`src/pkg/pcgfo_consts.svh`:
```
`ifndef PCGFO_CONSTS_SVH
`define PCGFO_CONSTS_SVH
// Register word addresses
`define PCGFO_ADDR_PDC   16'hf1d4
`define PCGFO_ADDR_FOC   16'hffaa
`define PCGFO_ADDR_REL   16'hf1c0
`define PCGFO_ADDR_PIN   16'hf1c2
// Reset values and implemented bits
`define PCGFO_PDC_RST    16'h0000
`define PCGFO_PDC_MASK   16'he2cf
`define PCGFO_FOC_RST    16'h0000
`define PCGFO_PIN_RST    3'h0
`define PCGFO_ZERO16     16'h0000
// Peripheral disable bit positions
`define PCGFO_BIT_CAN1   13
`define PCGFO_BIT_CAN2   14
`define PCGFO_BIT_PCD    15
// Frequency output control fields
`define PCGFO_FO_EN      15
`define PCGFO_FO_SS      14
`define PCGFO_FO_RV_HI   13
`define PCGFO_FO_RV_LO   8
`define PCGFO_FO_TL      6
`define PCGFO_FO_CNT_HI  5
`define PCGFO_FO_CNT_LO  0
`define PCGFO_CNT_ZERO   6'h00
// Pin control fields
`define PCGFO_PIN_LATCH  0
`define PCGFO_PIN_DIR    1
`define PCGFO_PIN_SYSCLK_OUT_ENABLE  2
// Release field and unlock values
`define PCGFO_REL_HI     3
`define PCGFO_REL_LO     0
`define PCGFO_REL_ZERO   4'h0
`define PCGFO_UNLOCK1    4'h9
`define PCGFO_UNLOCK2    4'h3
`define PCGFO_UNLOCK3    4'h7
`endif

```
`src/pkg/pcgfo_pkg.sv`:
```
package pcgfo_pkg;
    // Register port request, one cycle per access
    typedef struct packed {
        logic [15:0] addr;
        logic [15:0] wdata;
        logic        wr;
        logic        rd;
    } pcgfo_bus_type;
    // Unlock sequence progress
    typedef enum logic [1:0] {
        UL_IDLE = 2'b00,
        UL_S1   = 2'b01,
        UL_S2   = 2'b10,
        UL_OPEN = 2'b11
    } pcgfo_ul_type;
endpackage

```
`src/pcgfo_top.sv`:
```
// Chosen here: strobed register access.
`timescale 1ns/1ps
// Functional notes
// - Disable bits stop clocks of listed peripherals
// - Disabled generic peripheral registers stay accessible
// - Extension-bus peripheral blocked when disabled anyhow
// - Disabled peripheral pins hold last level
// - Clearing CAN disable issues internal reset
// - Disable register locked after end-of-init
// - Driver off stops all fed peripheral clocks
// - Driver off: clock output high, frequency runs
// - Interrupt requests recognized with driver off
// - Driver off freezes port outputs and inputs
// - Driver off blocks generic peripheral registers
// - Enable rising loads counter from reload
// - Enable cleared: stop once output low
// - Counter runs on CPU clock
// - Underflow copies reload field into counter
// - Underflow toggles latch, latch readable
// - Select picks toggle latch or raw
// - Raw output one cycle high per period
// - Frequency output ignores driver disable
// - Shared pin priority: clock, frequency, port
// - Release writes 9,3,7 open one write
`include "pcgfo_consts.svh"
module pcgfo_top
    import pcgfo_pkg::*;
#(
    parameter int PIN_W  = 4,   // Output pins per peripheral slot
    parameter int PORT_W = 8,   // General port width
    parameter int IRQ_W  = 8    // Interrupt request lines
) (
    input  wire logic                  ref_clk,
    input  wire logic                  nrst,
    input  wire pcgfo_bus_type         bus,
    output logic [15:0]                rdata_r,
    input  wire logic                  end_of_init_instruction_pulse,
    output logic [15:0]                periph_clk_en_r,
    output logic                       gen_reg_access_en_r,
    output logic [1:0]                 xbus_access_en_r,
    output logic [1:0]                 can_reset_r,
    input  wire logic [16*PIN_W-1:0]   periph_out_in,
    output logic [16*PIN_W-1:0]        periph_pins_r,
    input  wire logic [IRQ_W-1:0]      irq_in,
    output logic [IRQ_W-1:0]           irq_out_r,
    input  wire logic [PORT_W-1:0]     port_latch_in,
    output logic [PORT_W-1:0]          port_pin_out_r,
    input  wire logic [PORT_W-1:0]     port_pin_in,
    output logic [PORT_W-1:0]          port_in_latched_r,
    output logic                       sysclk_out_r,
    output logic                       programmable_freq_output_r,
    output logic                       shared_pin_out_r,
    output logic                       shared_pin_oe_r,
    input  wire logic                  shared_pin_in
);

    logic [15:0]        pdc_r;           // Peripheral disable control
    logic               locked_r;        // Set by end of initialisation
    pcgfo_ul_type       ul_r;            // Unlock progress
    logic [3:0]         rel_r;           // Release field, last write; cleared when a release is used
    logic [2:0]         pin_r;           // Latch, direction, clock out enable
    logic               fo_en_r;         // Frequency output enable
    logic               fo_ss_r;         // Signal select
    logic [5:0]         fo_rv_r;         // Reload value
    logic [5:0]         fo_cnt_r;        // Down counter
    logic               fo_tl_r;         // Toggle latch
    logic               fo_run_r;        // Counter running
    logic [PORT_W-1:0]  pin_s1_r;        // Port input sync, first stage
    logic [PORT_W-1:0]  pin_s2_r;        // Port input sync, second stage
    logic               sh_s1_r;         // Shared pin sync, first stage
    logic               sh_s2_r;         // Shared pin sync, second stage

    // Decoded accesses
    logic wr_pdc;
    logic wr_foc;
    logic wr_rel;
    logic wr_pin;
    logic pdc_ok;
    logic pcd_off;
    logic fo_uf;
    logic fo_tl_nxt;
    logic programmable_freq_output_nxt;
    logic en_rise;
    logic [15:0] pdc_nxt;

    assign wr_pdc  = bus.wr && (bus.addr == `PCGFO_ADDR_PDC);
    assign wr_foc  = bus.wr && (bus.addr == `PCGFO_ADDR_FOC);
    assign wr_rel  = bus.wr && (bus.addr == `PCGFO_ADDR_REL);
    assign wr_pin  = bus.wr && (bus.addr == `PCGFO_ADDR_PIN);
    assign pcd_off = pdc_r[`PCGFO_BIT_PCD];
    // Write permitted before lock or once after a full release
    assign pdc_ok  = wr_pdc && (!locked_r || (ul_r == UL_OPEN));
    assign pdc_nxt = bus.wdata & `PCGFO_PDC_MASK;

    // Lock flag, sticky until reset
    always_ff @(posedge ref_clk or negedge nrst) begin
        if (!nrst) begin
            locked_r <= 1'b0;
        end else if (end_of_init_instruction_pulse) begin
            locked_r <= 1'b1;
        end
    end

    // Unlock sequence tracker and release field
    always_ff @(posedge ref_clk or negedge nrst) begin
        if (!nrst) begin
            ul_r  <= UL_IDLE;
            rel_r <= `PCGFO_REL_ZERO;
        end else if (wr_rel) begin
            // Field shows the last value written
            rel_r <= bus.wdata[`PCGFO_REL_HI:`PCGFO_REL_LO];
            case (ul_r)
                UL_S1: begin
                    if (bus.wdata[`PCGFO_REL_HI:`PCGFO_REL_LO] == `PCGFO_UNLOCK2) begin
                        ul_r <= UL_S2;
                    end else if (bus.wdata[`PCGFO_REL_HI:`PCGFO_REL_LO] == `PCGFO_UNLOCK1) begin
                        ul_r <= UL_S1;
                    end else begin
                        ul_r <= UL_IDLE;
                    end
                end
                UL_S2: begin
                    if (bus.wdata[`PCGFO_REL_HI:`PCGFO_REL_LO] == `PCGFO_UNLOCK3) begin
                        ul_r <= UL_OPEN;
                    end else if (bus.wdata[`PCGFO_REL_HI:`PCGFO_REL_LO] == `PCGFO_UNLOCK1) begin
                        ul_r <= UL_S1;
                    end else begin
                        ul_r <= UL_IDLE;
                    end
                end
                default: begin
                    // Any state: a first step restarts the sequence
                    if (bus.wdata[`PCGFO_REL_HI:`PCGFO_REL_LO] == `PCGFO_UNLOCK1) begin
                        ul_r <= UL_S1;
                    end else begin
                        ul_r <= UL_IDLE;
                    end
                end
            endcase
        end else if (wr_pdc && (ul_r == UL_OPEN)) begin
            // Single write consumed; hardware clears the field
            ul_r  <= UL_IDLE;
            rel_r <= `PCGFO_REL_ZERO;
        end else if (wr_pdc && (ul_r != UL_IDLE)) begin
            // A protected write in mid-sequence aborts it
            ul_r  <= UL_IDLE;
        end
    end

    // Peripheral disable register
    always_ff @(posedge ref_clk or negedge nrst) begin
        if (!nrst) begin
            pdc_r <= `PCGFO_PDC_RST;
        end else if (pdc_ok) begin
            pdc_r <= pdc_nxt;
        end
    end

    // Clock enables; every slot is fed by the peripheral clock driver
    always_ff @(posedge ref_clk or negedge nrst) begin
        if (!nrst) begin
            periph_clk_en_r <= ~`PCGFO_ZERO16;
        end else begin
            periph_clk_en_r <= ~pdc_r & {16{!pcd_off}};
        end
    end

    // Register access permissions for attached peripherals
    always_ff @(posedge ref_clk or negedge nrst) begin
        if (!nrst) begin
            gen_reg_access_en_r <= 1'b1;
            xbus_access_en_r    <= 2'b11;
        end else begin
            // Generic ones ignore their own bit, only the driver counts
            gen_reg_access_en_r <= !pcd_off;
            xbus_access_en_r[0] <= !pdc_r[`PCGFO_BIT_CAN1] && !pcd_off;
            xbus_access_en_r[1] <= !pdc_r[`PCGFO_BIT_CAN2] && !pcd_off;
        end
    end

    // CAN re-activation reset: one pulse when a disable bit clears
    always_ff @(posedge ref_clk or negedge nrst) begin
        if (!nrst) begin
            can_reset_r <= 2'b00;
        end else begin
            can_reset_r[0] <= pdc_ok && pdc_r[`PCGFO_BIT_CAN1] && !pdc_nxt[`PCGFO_BIT_CAN1];
            can_reset_r[1] <= pdc_ok && pdc_r[`PCGFO_BIT_CAN2] && !pdc_nxt[`PCGFO_BIT_CAN2];
        end
    end

    // Peripheral pin holding, one slot per disable bit
    genvar gi;
    generate
        for (gi = 0; gi < 16; gi++) begin : g_hold
            always_ff @(posedge ref_clk or negedge nrst) begin
                if (!nrst) begin
                    periph_pins_r[gi*PIN_W +: PIN_W] <= '0;
                end else if (periph_clk_en_r[gi]) begin
                    periph_pins_r[gi*PIN_W +: PIN_W] <= periph_out_in[gi*PIN_W +: PIN_W];
                end
                // Otherwise the pins keep the level seen at disable time
            end
        end
    endgenerate

    // Interrupt requests pass regardless of the driver state
    always_ff @(posedge ref_clk or negedge nrst) begin
        if (!nrst) begin
            irq_out_r <= '0;
        end else begin
            irq_out_r <= irq_in;
        end
    end

    // Port input synchronisers
    always_ff @(posedge ref_clk or negedge nrst) begin
        if (!nrst) begin
            pin_s1_r <= '0;
            pin_s2_r <= '0;
            sh_s1_r  <= 1'b0;
            sh_s2_r  <= 1'b0;
        end else begin
            pin_s1_r <= port_pin_in;
            pin_s2_r <= pin_s1_r;
            sh_s1_r  <= shared_pin_in;
            sh_s2_r  <= sh_s1_r;
        end
    end

    // Port latches gated by the driver; frozen while it is off
    always_ff @(posedge ref_clk or negedge nrst) begin
        if (!nrst) begin
            port_pin_out_r    <= '0;
            port_in_latched_r <= '0;
        end else if (!pcd_off) begin
            port_pin_out_r    <= port_latch_in;
            port_in_latched_r <= pin_s2_r;
        end
    end

    // System clock output: half rate from this clock, parked high with driver off
    always_ff @(posedge ref_clk or negedge nrst) begin
        if (!nrst) begin
            sysclk_out_r <= 1'b1;
        end else if (pcd_off) begin
            sysclk_out_r <= 1'b1;
        end else begin
            sysclk_out_r <= !sysclk_out_r;
        end
    end

    // Pin control register
    always_ff @(posedge ref_clk or negedge nrst) begin
        if (!nrst) begin
            pin_r <= `PCGFO_PIN_RST;
        end else if (wr_pin) begin
            pin_r <= bus.wdata[`PCGFO_PIN_SYSCLK_OUT_ENABLE:`PCGFO_PIN_LATCH];
        end
    end

    // Frequency generator next values; not gated by the driver
    assign fo_uf     = fo_run_r && (fo_cnt_r == `PCGFO_CNT_ZERO);
    assign fo_tl_nxt = fo_tl_r ^ fo_uf;
    // Toggle latch for 50% duty, else raw underflow pulse
    assign programmable_freq_output_nxt  = fo_run_r && (fo_ss_r ? fo_uf : fo_tl_nxt);
    assign en_rise   = wr_foc && bus.wdata[`PCGFO_FO_EN] && !fo_en_r;

    // Control fields of the frequency output register
    always_ff @(posedge ref_clk or negedge nrst) begin
        if (!nrst) begin
            fo_en_r <= 1'b0;
            fo_ss_r <= 1'b0;
            fo_rv_r <= `PCGFO_CNT_ZERO;
        end else if (wr_foc) begin
            fo_en_r <= bus.wdata[`PCGFO_FO_EN];
            fo_ss_r <= bus.wdata[`PCGFO_FO_SS];
            fo_rv_r <= bus.wdata[`PCGFO_FO_RV_HI:`PCGFO_FO_RV_LO];
        end
    end

    // Down counter on the CPU clock, so it follows any slowdown
    always_ff @(posedge ref_clk or negedge nrst) begin
        if (!nrst) begin
            fo_cnt_r <= `PCGFO_CNT_ZERO;
        end else if (en_rise) begin
            fo_cnt_r <= bus.wdata[`PCGFO_FO_RV_HI:`PCGFO_FO_RV_LO];
        end else if (fo_uf) begin
            fo_cnt_r <= fo_rv_r;
        end else if (wr_foc) begin
            // Direct writes take effect but may upset the count
            fo_cnt_r <= bus.wdata[`PCGFO_FO_CNT_HI:`PCGFO_FO_CNT_LO];
        end else if (fo_run_r) begin
            fo_cnt_r <= fo_cnt_r - 6'h01;
        end
    end

    // Toggle latch, run flag and registered output
    always_ff @(posedge ref_clk or negedge nrst) begin
        if (!nrst) begin
            fo_tl_r  <= 1'b0;
            fo_run_r <= 1'b0;
            programmable_freq_output_r   <= 1'b0;
        end else begin
            programmable_freq_output_r <= programmable_freq_output_nxt;
            if (en_rise) begin
                // Fresh start from a low output gives whole periods
                fo_tl_r  <= 1'b0;
                fo_run_r <= 1'b1;
            end else begin
                fo_tl_r  <= (wr_foc && !fo_uf) ? bus.wdata[`PCGFO_FO_TL] : fo_tl_nxt;
                // Keep going after disable until the output is low
                fo_run_r <= fo_run_r && ((wr_foc ? bus.wdata[`PCGFO_FO_EN] : fo_en_r)
                            || programmable_freq_output_nxt);
            end
        end
    end

    // Shared pin priority: clock output, frequency output, port latch
    always_ff @(posedge ref_clk or negedge nrst) begin
        if (!nrst) begin
            shared_pin_out_r <= 1'b0;
            shared_pin_oe_r  <= 1'b0;
        end else begin
            shared_pin_oe_r <= pin_r[`PCGFO_PIN_DIR] || pin_r[`PCGFO_PIN_SYSCLK_OUT_ENABLE];
            if (pin_r[`PCGFO_PIN_SYSCLK_OUT_ENABLE]) begin
                shared_pin_out_r <= sysclk_out_r;
            end else if (fo_en_r || fo_run_r) begin
                shared_pin_out_r <= programmable_freq_output_nxt;
            end else if (!pcd_off) begin
                // Latch zero keeps the inactive level when stopped
                shared_pin_out_r <= pin_r[`PCGFO_PIN_LATCH];
            end
        end
    end

    // Read data, valid only in the cycle after the strobe
    always_ff @(posedge ref_clk or negedge nrst) begin
        if (!nrst) begin
            rdata_r <= `PCGFO_ZERO16;
        end else if (bus.rd) begin
            case (bus.addr)
                `PCGFO_ADDR_PDC: rdata_r <= pdc_r;
                `PCGFO_ADDR_FOC: rdata_r <= {fo_en_r, fo_ss_r, fo_rv_r, 1'b0, fo_tl_r, fo_cnt_r};
                `PCGFO_ADDR_REL: rdata_r <= {12'h000, rel_r};
                `PCGFO_ADDR_PIN: rdata_r <= {12'h000, sh_s2_r, pin_r};
                default:         rdata_r <= `PCGFO_ZERO16;
            endcase
        end else begin
            rdata_r <= `PCGFO_ZERO16;
        end
    end
endmodule // pcgfo_top

```
`config.mk`:
```
export PLATFORM = sky130hd
export DESIGN_NAME = pcgfo_top
export DESIGN_NICKNAME = d
export VERILOG_FILES = /design/src/pkg/pcgfo_pkg.sv /design/src/pcgfo_top.sv
export VERILOG_INCLUDE_DIRS = /design/src /design/src/pkg
export SDC_FILE = /design/constraint.sdc
export NUM_CORES = 1
export LEC_CHECK = 0
export ABC_AREA = 1
export BUFFER_PORTS_ARGS = -buffer_cell sky130_fd_sc_hd__buf_2
export CELL_PAD_IN_SITES_DETAIL_PLACEMENT = 1
export CELL_PAD_IN_SITES_GLOBAL_PLACEMENT = 2
export CORE_ASPECT_RATIO = 0.6
export CORE_UTILIZATION = 28
export CTS_BUF_LIST = sky130_fd_sc_hd__clkbuf_4 sky130_fd_sc_hd__clkbuf_8
export DETAILED_ROUTE_END_ITERATION = 8
export GPL_TIMING_DRIVEN = 0
export PLACE_DENSITY = 0.79
export SYNTH_ARGS = -nofsm -noshare
export SYNTH_HDL_FRONTEND = slang
export SYNTH_SLANG_ARGS = --single-unit
```
`constraint.sdc`:
```
create_clock -name ref_clk -period 1.3 [get_ports ref_clk]
set_input_delay 0.13 -clock ref_clk [delete_from_list [all_inputs] [get_ports ref_clk]]
set_output_delay 0.13 -clock ref_clk [all_outputs]
set_load 0.05 [all_outputs]
```
# After elaboration in Yosys (flattened, before gate mapping)
# Cells that the tools add are included.
[word_totals]
wordCells = 119
regBits = 183
[classes]
n_mux = 24
bitwise = 3
reduce_logical = 37
eq_ne = 11
addsub = 1
[op_table]
columns = ["cell", "n"]
rows = [
  ["$eq 16x16->1 const B", 4],
  ["$pmux 16 s4", 1],
  ["$mux 6", 4],
  ["$logic_and 1x1->1", 19],
  ["$and 16x16->16", 1],
  ["$mux 16", 1],
  ["$not 16->16", 1],
  ["$mux 1", 10],
  ["$mux 2", 5],
  ["$logic_not 1->1", 9],
  ["$mux 4", 2],
  ["$logic_not 6->1", 1],
  ["$sub 6x1->6 const B", 1],
  ["$eq 2x2->1 const B", 2],
  ["$eq 4x2->1 const B", 1],
  ["$eq 4x3->1 const B", 1],
  ["$eq 4x4->1 const B", 1],
  ["$logic_or 1x1->1", 4],
  ["$pmux 2 s2", 1],
  ["$reduce_bool 2->1", 2],
  ["$reduce_bool 4->1", 1],
  ["$ne 3x1->1 const B", 1],
  ["$reduce_bool 3->1", 1],
  ["$eq 2x1->1 const B", 1],
  ["$xor 1x1->1", 1],
]

# Longest topological paths before layout
[depth]
word_depth = 8
depth_mapped = 12
mapped_depth_nobuf = 12

# Worst setup path after synthesis
# No wires, ideal clock.
[synth_timing]
path_kind = "reg2reg"
startpoint = "register, netlist name periph_clk_en_r[12]"
endpoint = "register periph_pins_r[16]"
t_required_ns = 1.175
setup_ns = 0.125
period_less_slack_ns = 1.692
arrival_time_ns = 1.567
path_slack_ns = -0.392
n_path_buf = 2
stages_incl_launch_ff = 4
cell_sequence = "dfstp_2 -> buf_2 -> buf_2 -> mux2_2"
[synth_rtl]
columns = ["element", "line", "text"]
rows = [
  ["end signal: indexed assignment", "pcgfo_top.sv:199", "periph_pins_r[gi*PIN_W +: PIN_W] <= periph_out_in[gi*PIN_W +: PIN_W];"],
  ["end: declaration", "pcgfo_top.sv:43", "output logic [16*PIN_W-1:0] periph_pins_r,"],
]

==> metrics.txt <==
status finished with violations; failing checks setup timing; Post-synth EDFFs 0; total track usage 19.9%; mapped cell area 0.00694 mm^2; first-pass GRT wire length 37200 um; CTS max path bufs 2; share of post-route cells with drive strength above 1 44.6%; DR vias/cell 4.33; worst setup margin -0.268 ns; WL/cell around 18 um; FF+latch count, synth 174; Slowest Stage Delay on Critical Path 0.69 ns; Chip Width 205 um; fraction of the yosys area taken by sequential cells 62.9%; root buffer cell clkbuf_8; worst slew pin tran 0.548 ns; r2r endpoint periph_pins_r[44]$_DFFE_PN0P_; internal power around 8000 uW; Pins Over Slew Limit 0; DR vias 5978; initial antenna violation count 2; synth top area cells dfrtp_1 59%, mux2_2 10%, nand2_1 9.3%; residual DRC count 0; I/O pin total about 260; peak supply drop around 600 uV; share of async-settable or async-resettable flops after synthesis 100%; Final Util 45.6%; sequential share of power 51.6%; Yosys top cell by area dfrtp_1; post-synthesis cell type count 33; CTS tree yes; IO buf count 253; switch share 28.3%; final total power around 11000 uW; worst path arrival time 1.44 ns; Sink Count ~170; Post-synth top flop dfrtp_1; Max-cap violations 0; Critical R2R Launch periph_clk_en_r[12]$_DFF_PN1_; clock slew at reported path FFs 0.09 ns; Cells after Synth roughly 640; Pleak 0.00557 uW; worst path cell trace buf_4, buf_8; power per cell area between 900 and 1000 mW/mm^2; Syn Area/Cell ~11 um^2; Hold Startpoint bus[3]; die area ~0.025 mm^2; Detailed Routing Iterations Pass 1 6; drt total wl 25200 um; H-tree levels 4; Placeable Area 0.0242 mm^2; area fraction of the dominant cell type after synthesis about three fifths; largest net degree at the start of global routing 101; post-route standard cell area excluding fillers around 0.011 mm^2; Die Y-Extent between 100 and 150 um; std cell rows 44; endpoints failing setup between 60 and 70; RSZ-0062 raised after global routing yes; dpl cell area 0.00875 mm^2; Starting Density between 20% and 30%; vias in the first global route 6371; worst endpoint required time about 1.2 ns; worst skew pair latency approximately 0.48 ns; hpwl dp between 15000 and 20000 um; critical path capture point type output port; leading cell type in the layout, fill and taps excluded buf_2; Sw Pwr 3110 uW; CP Launch Type flip-flop; Hold WC Path Type in2reg; Hold Vio Cnt, Final 0; Worst Hold Margin 0.0538 ns; initial DRC count 276; fin crit share 121%; Hold EP pdc_r[1]$_DFFE_PN0P_; GP Congestion 0.796; final antenna-violating net count 0; CP bufs+invs 2; total CTS buffers 17; CP top delay family flip-flops; Worst path slowest cell dfstp_4; Min-Delay Path Depth 3; Mapped Nets 770; reg2reg path depth 4; Final nets 1179; critical setup path kind reg2out; Slew Limit Headroom 63.5%; crit-path max FO 9; Clk pwr share 34.4%; min Tclk post-route ~1.6 ns; Post-Route Skew 0.0118 ns; Fmax 638 MHz; most frequent cells in the layout 181 x buf_2, 167 x nand2_1, 161 x dfrtp_1; R2R Setup Slk -0.25 ns; synth-to-layout area growth 59.1%; final global-route overflow total 0; Combinational Power Share between 10% and 20%; yosys warns 0
## state kept, by name, summed over array words and instances, names as in the netlist, 6 cells and up
signal	flops
fo_cnt_r	6
fo_rv_r	6
irq_out_r	8
pdc_r	10
periph_clk_en_r	9
periph_pins_r	64
pin_s1_r	8
pin_s2_r	8
port_in_latched_r	8
port_pin_out_r	8
rdata_r	16
## cells by family (layout without fill, tap and decap cells)
logic type      Yosys count  in the layout  synth area share, %
simple gates            258            258                 15.5
compound gates           46             46                 3.73
xor+xnor                  5              5                0.631
mux                      64             64                 10.4
flops                   174            174                 62.9
fa+ha+maj                 6              6                 1.08
other cells               0              1                    0
buf+inv                  85            506                 5.70
## through the flow
step                setup WS, ns  TNS, ns  cells
finish                    -0.268   -10.30   1382
global route              -0.330   -13.14   1382
CTS                       -0.314   -10.91   1373
detailed placement        -0.368   -13.73   1214
global placement           -2.86  -492.62   1213
floorplan                 -0.156    -3.50    638
## power groups by stage
| stage | registers (uW) | clock network (uW) | logic [uW] |
|---|---|---|---|
| 6_report | 5670 | 3770 | 1540 |
| 5_1_grt | 5690 | 4110 | 1640 |
| 4_1_cts | 5660 | 3910 | 1500 |
| 3_5_place_dp | 5760 | 0 | 1220 |
| 3_3_place_gp | 5750 | 0 | 1190 |
| 2_1_floorplan | 6250 | 0 | 173 |
## worst min-delay path: stages
cell	delay, ns
buf_2	0.09
inv_1	0.13
o21ai_2	0.15
## layout make-up
type,instances,area (um^2)
antenna,1,2.50
fill,2688,13200
buffer,24,238
clock inverter,10,104
timing repair buffer,390,2960
sequential,174,4370
multi-input combinational,379,2430
inverter,61,246
tap,322,403
clock buffer,21,277
## how the worst max path moves through the flow
stage / cells after the start / slack, ns / startpoint / endpoint
6_report: 2 / -0.27 / periph_clk_en_r[12]$_DFF_PN1_ / periph_clk_en_r[4]
5_1_grt: 2 / -0.33 / periph_clk_en_r[12]$_DFF_PN1_ / periph_clk_en_r[4]
4_1_cts: 1 / -0.31 / periph_clk_en_r[12]$_DFF_PN1_ / gen_reg_access_en_r
3_5_place_dp: 6 / -0.37 / pdc_r[15]$_DFFE_PN0P_ / shared_pin_out_r$_DFFE_PN0P_
3_3_place_gp: 1 / -2.86 / nrst / irq_out_r[5]$_DFF_PN0_
2_1_floorplan: 3 / -0.16 / periph_clk_en_r[12]$_DFF_PN1_ / periph_pins_r[16]$_DFFE_PN0P_
## cell usage after synthesis (2+ instances only)
library cell and number:
nor3b_1 3, nor3_1 3, o21ai_2 7, inv_2 3, nand4_1 5, buf_2 7, buf_4 10, nand2_2 3
dfrtp_1 163, nand3_1 22, mux2_2 64, ha_1 6, nand3b_1 2, inv_1 56, buf_6 4, clkinv_1 2
nor2_1 41, nand2_1 172, buf_1 2, o21ai_1 16, o21ai_0 13, a21oi_1 8, dfstp_2 11, xor2_1 4
nor2_4 3
## per-layer routing
layer / routed length (um) / GRT usage (%)
met1: 11400 / 25.9
met2: 12000 / 32.5
met3: 1160 / 4.19
met4: 575 / 7.92
met5: 13 / 0
## what timing repair did
item	in CTS	in global routing
gates resized for setup	116	75
pin swaps	9	15
setup buffers	23	10
gates cloned	1	0
hold buffers	104	0
endpoints found under the hold margin	190	0
endpoints found under the setup margin	96	117
(Power assumes the default switching activity.)
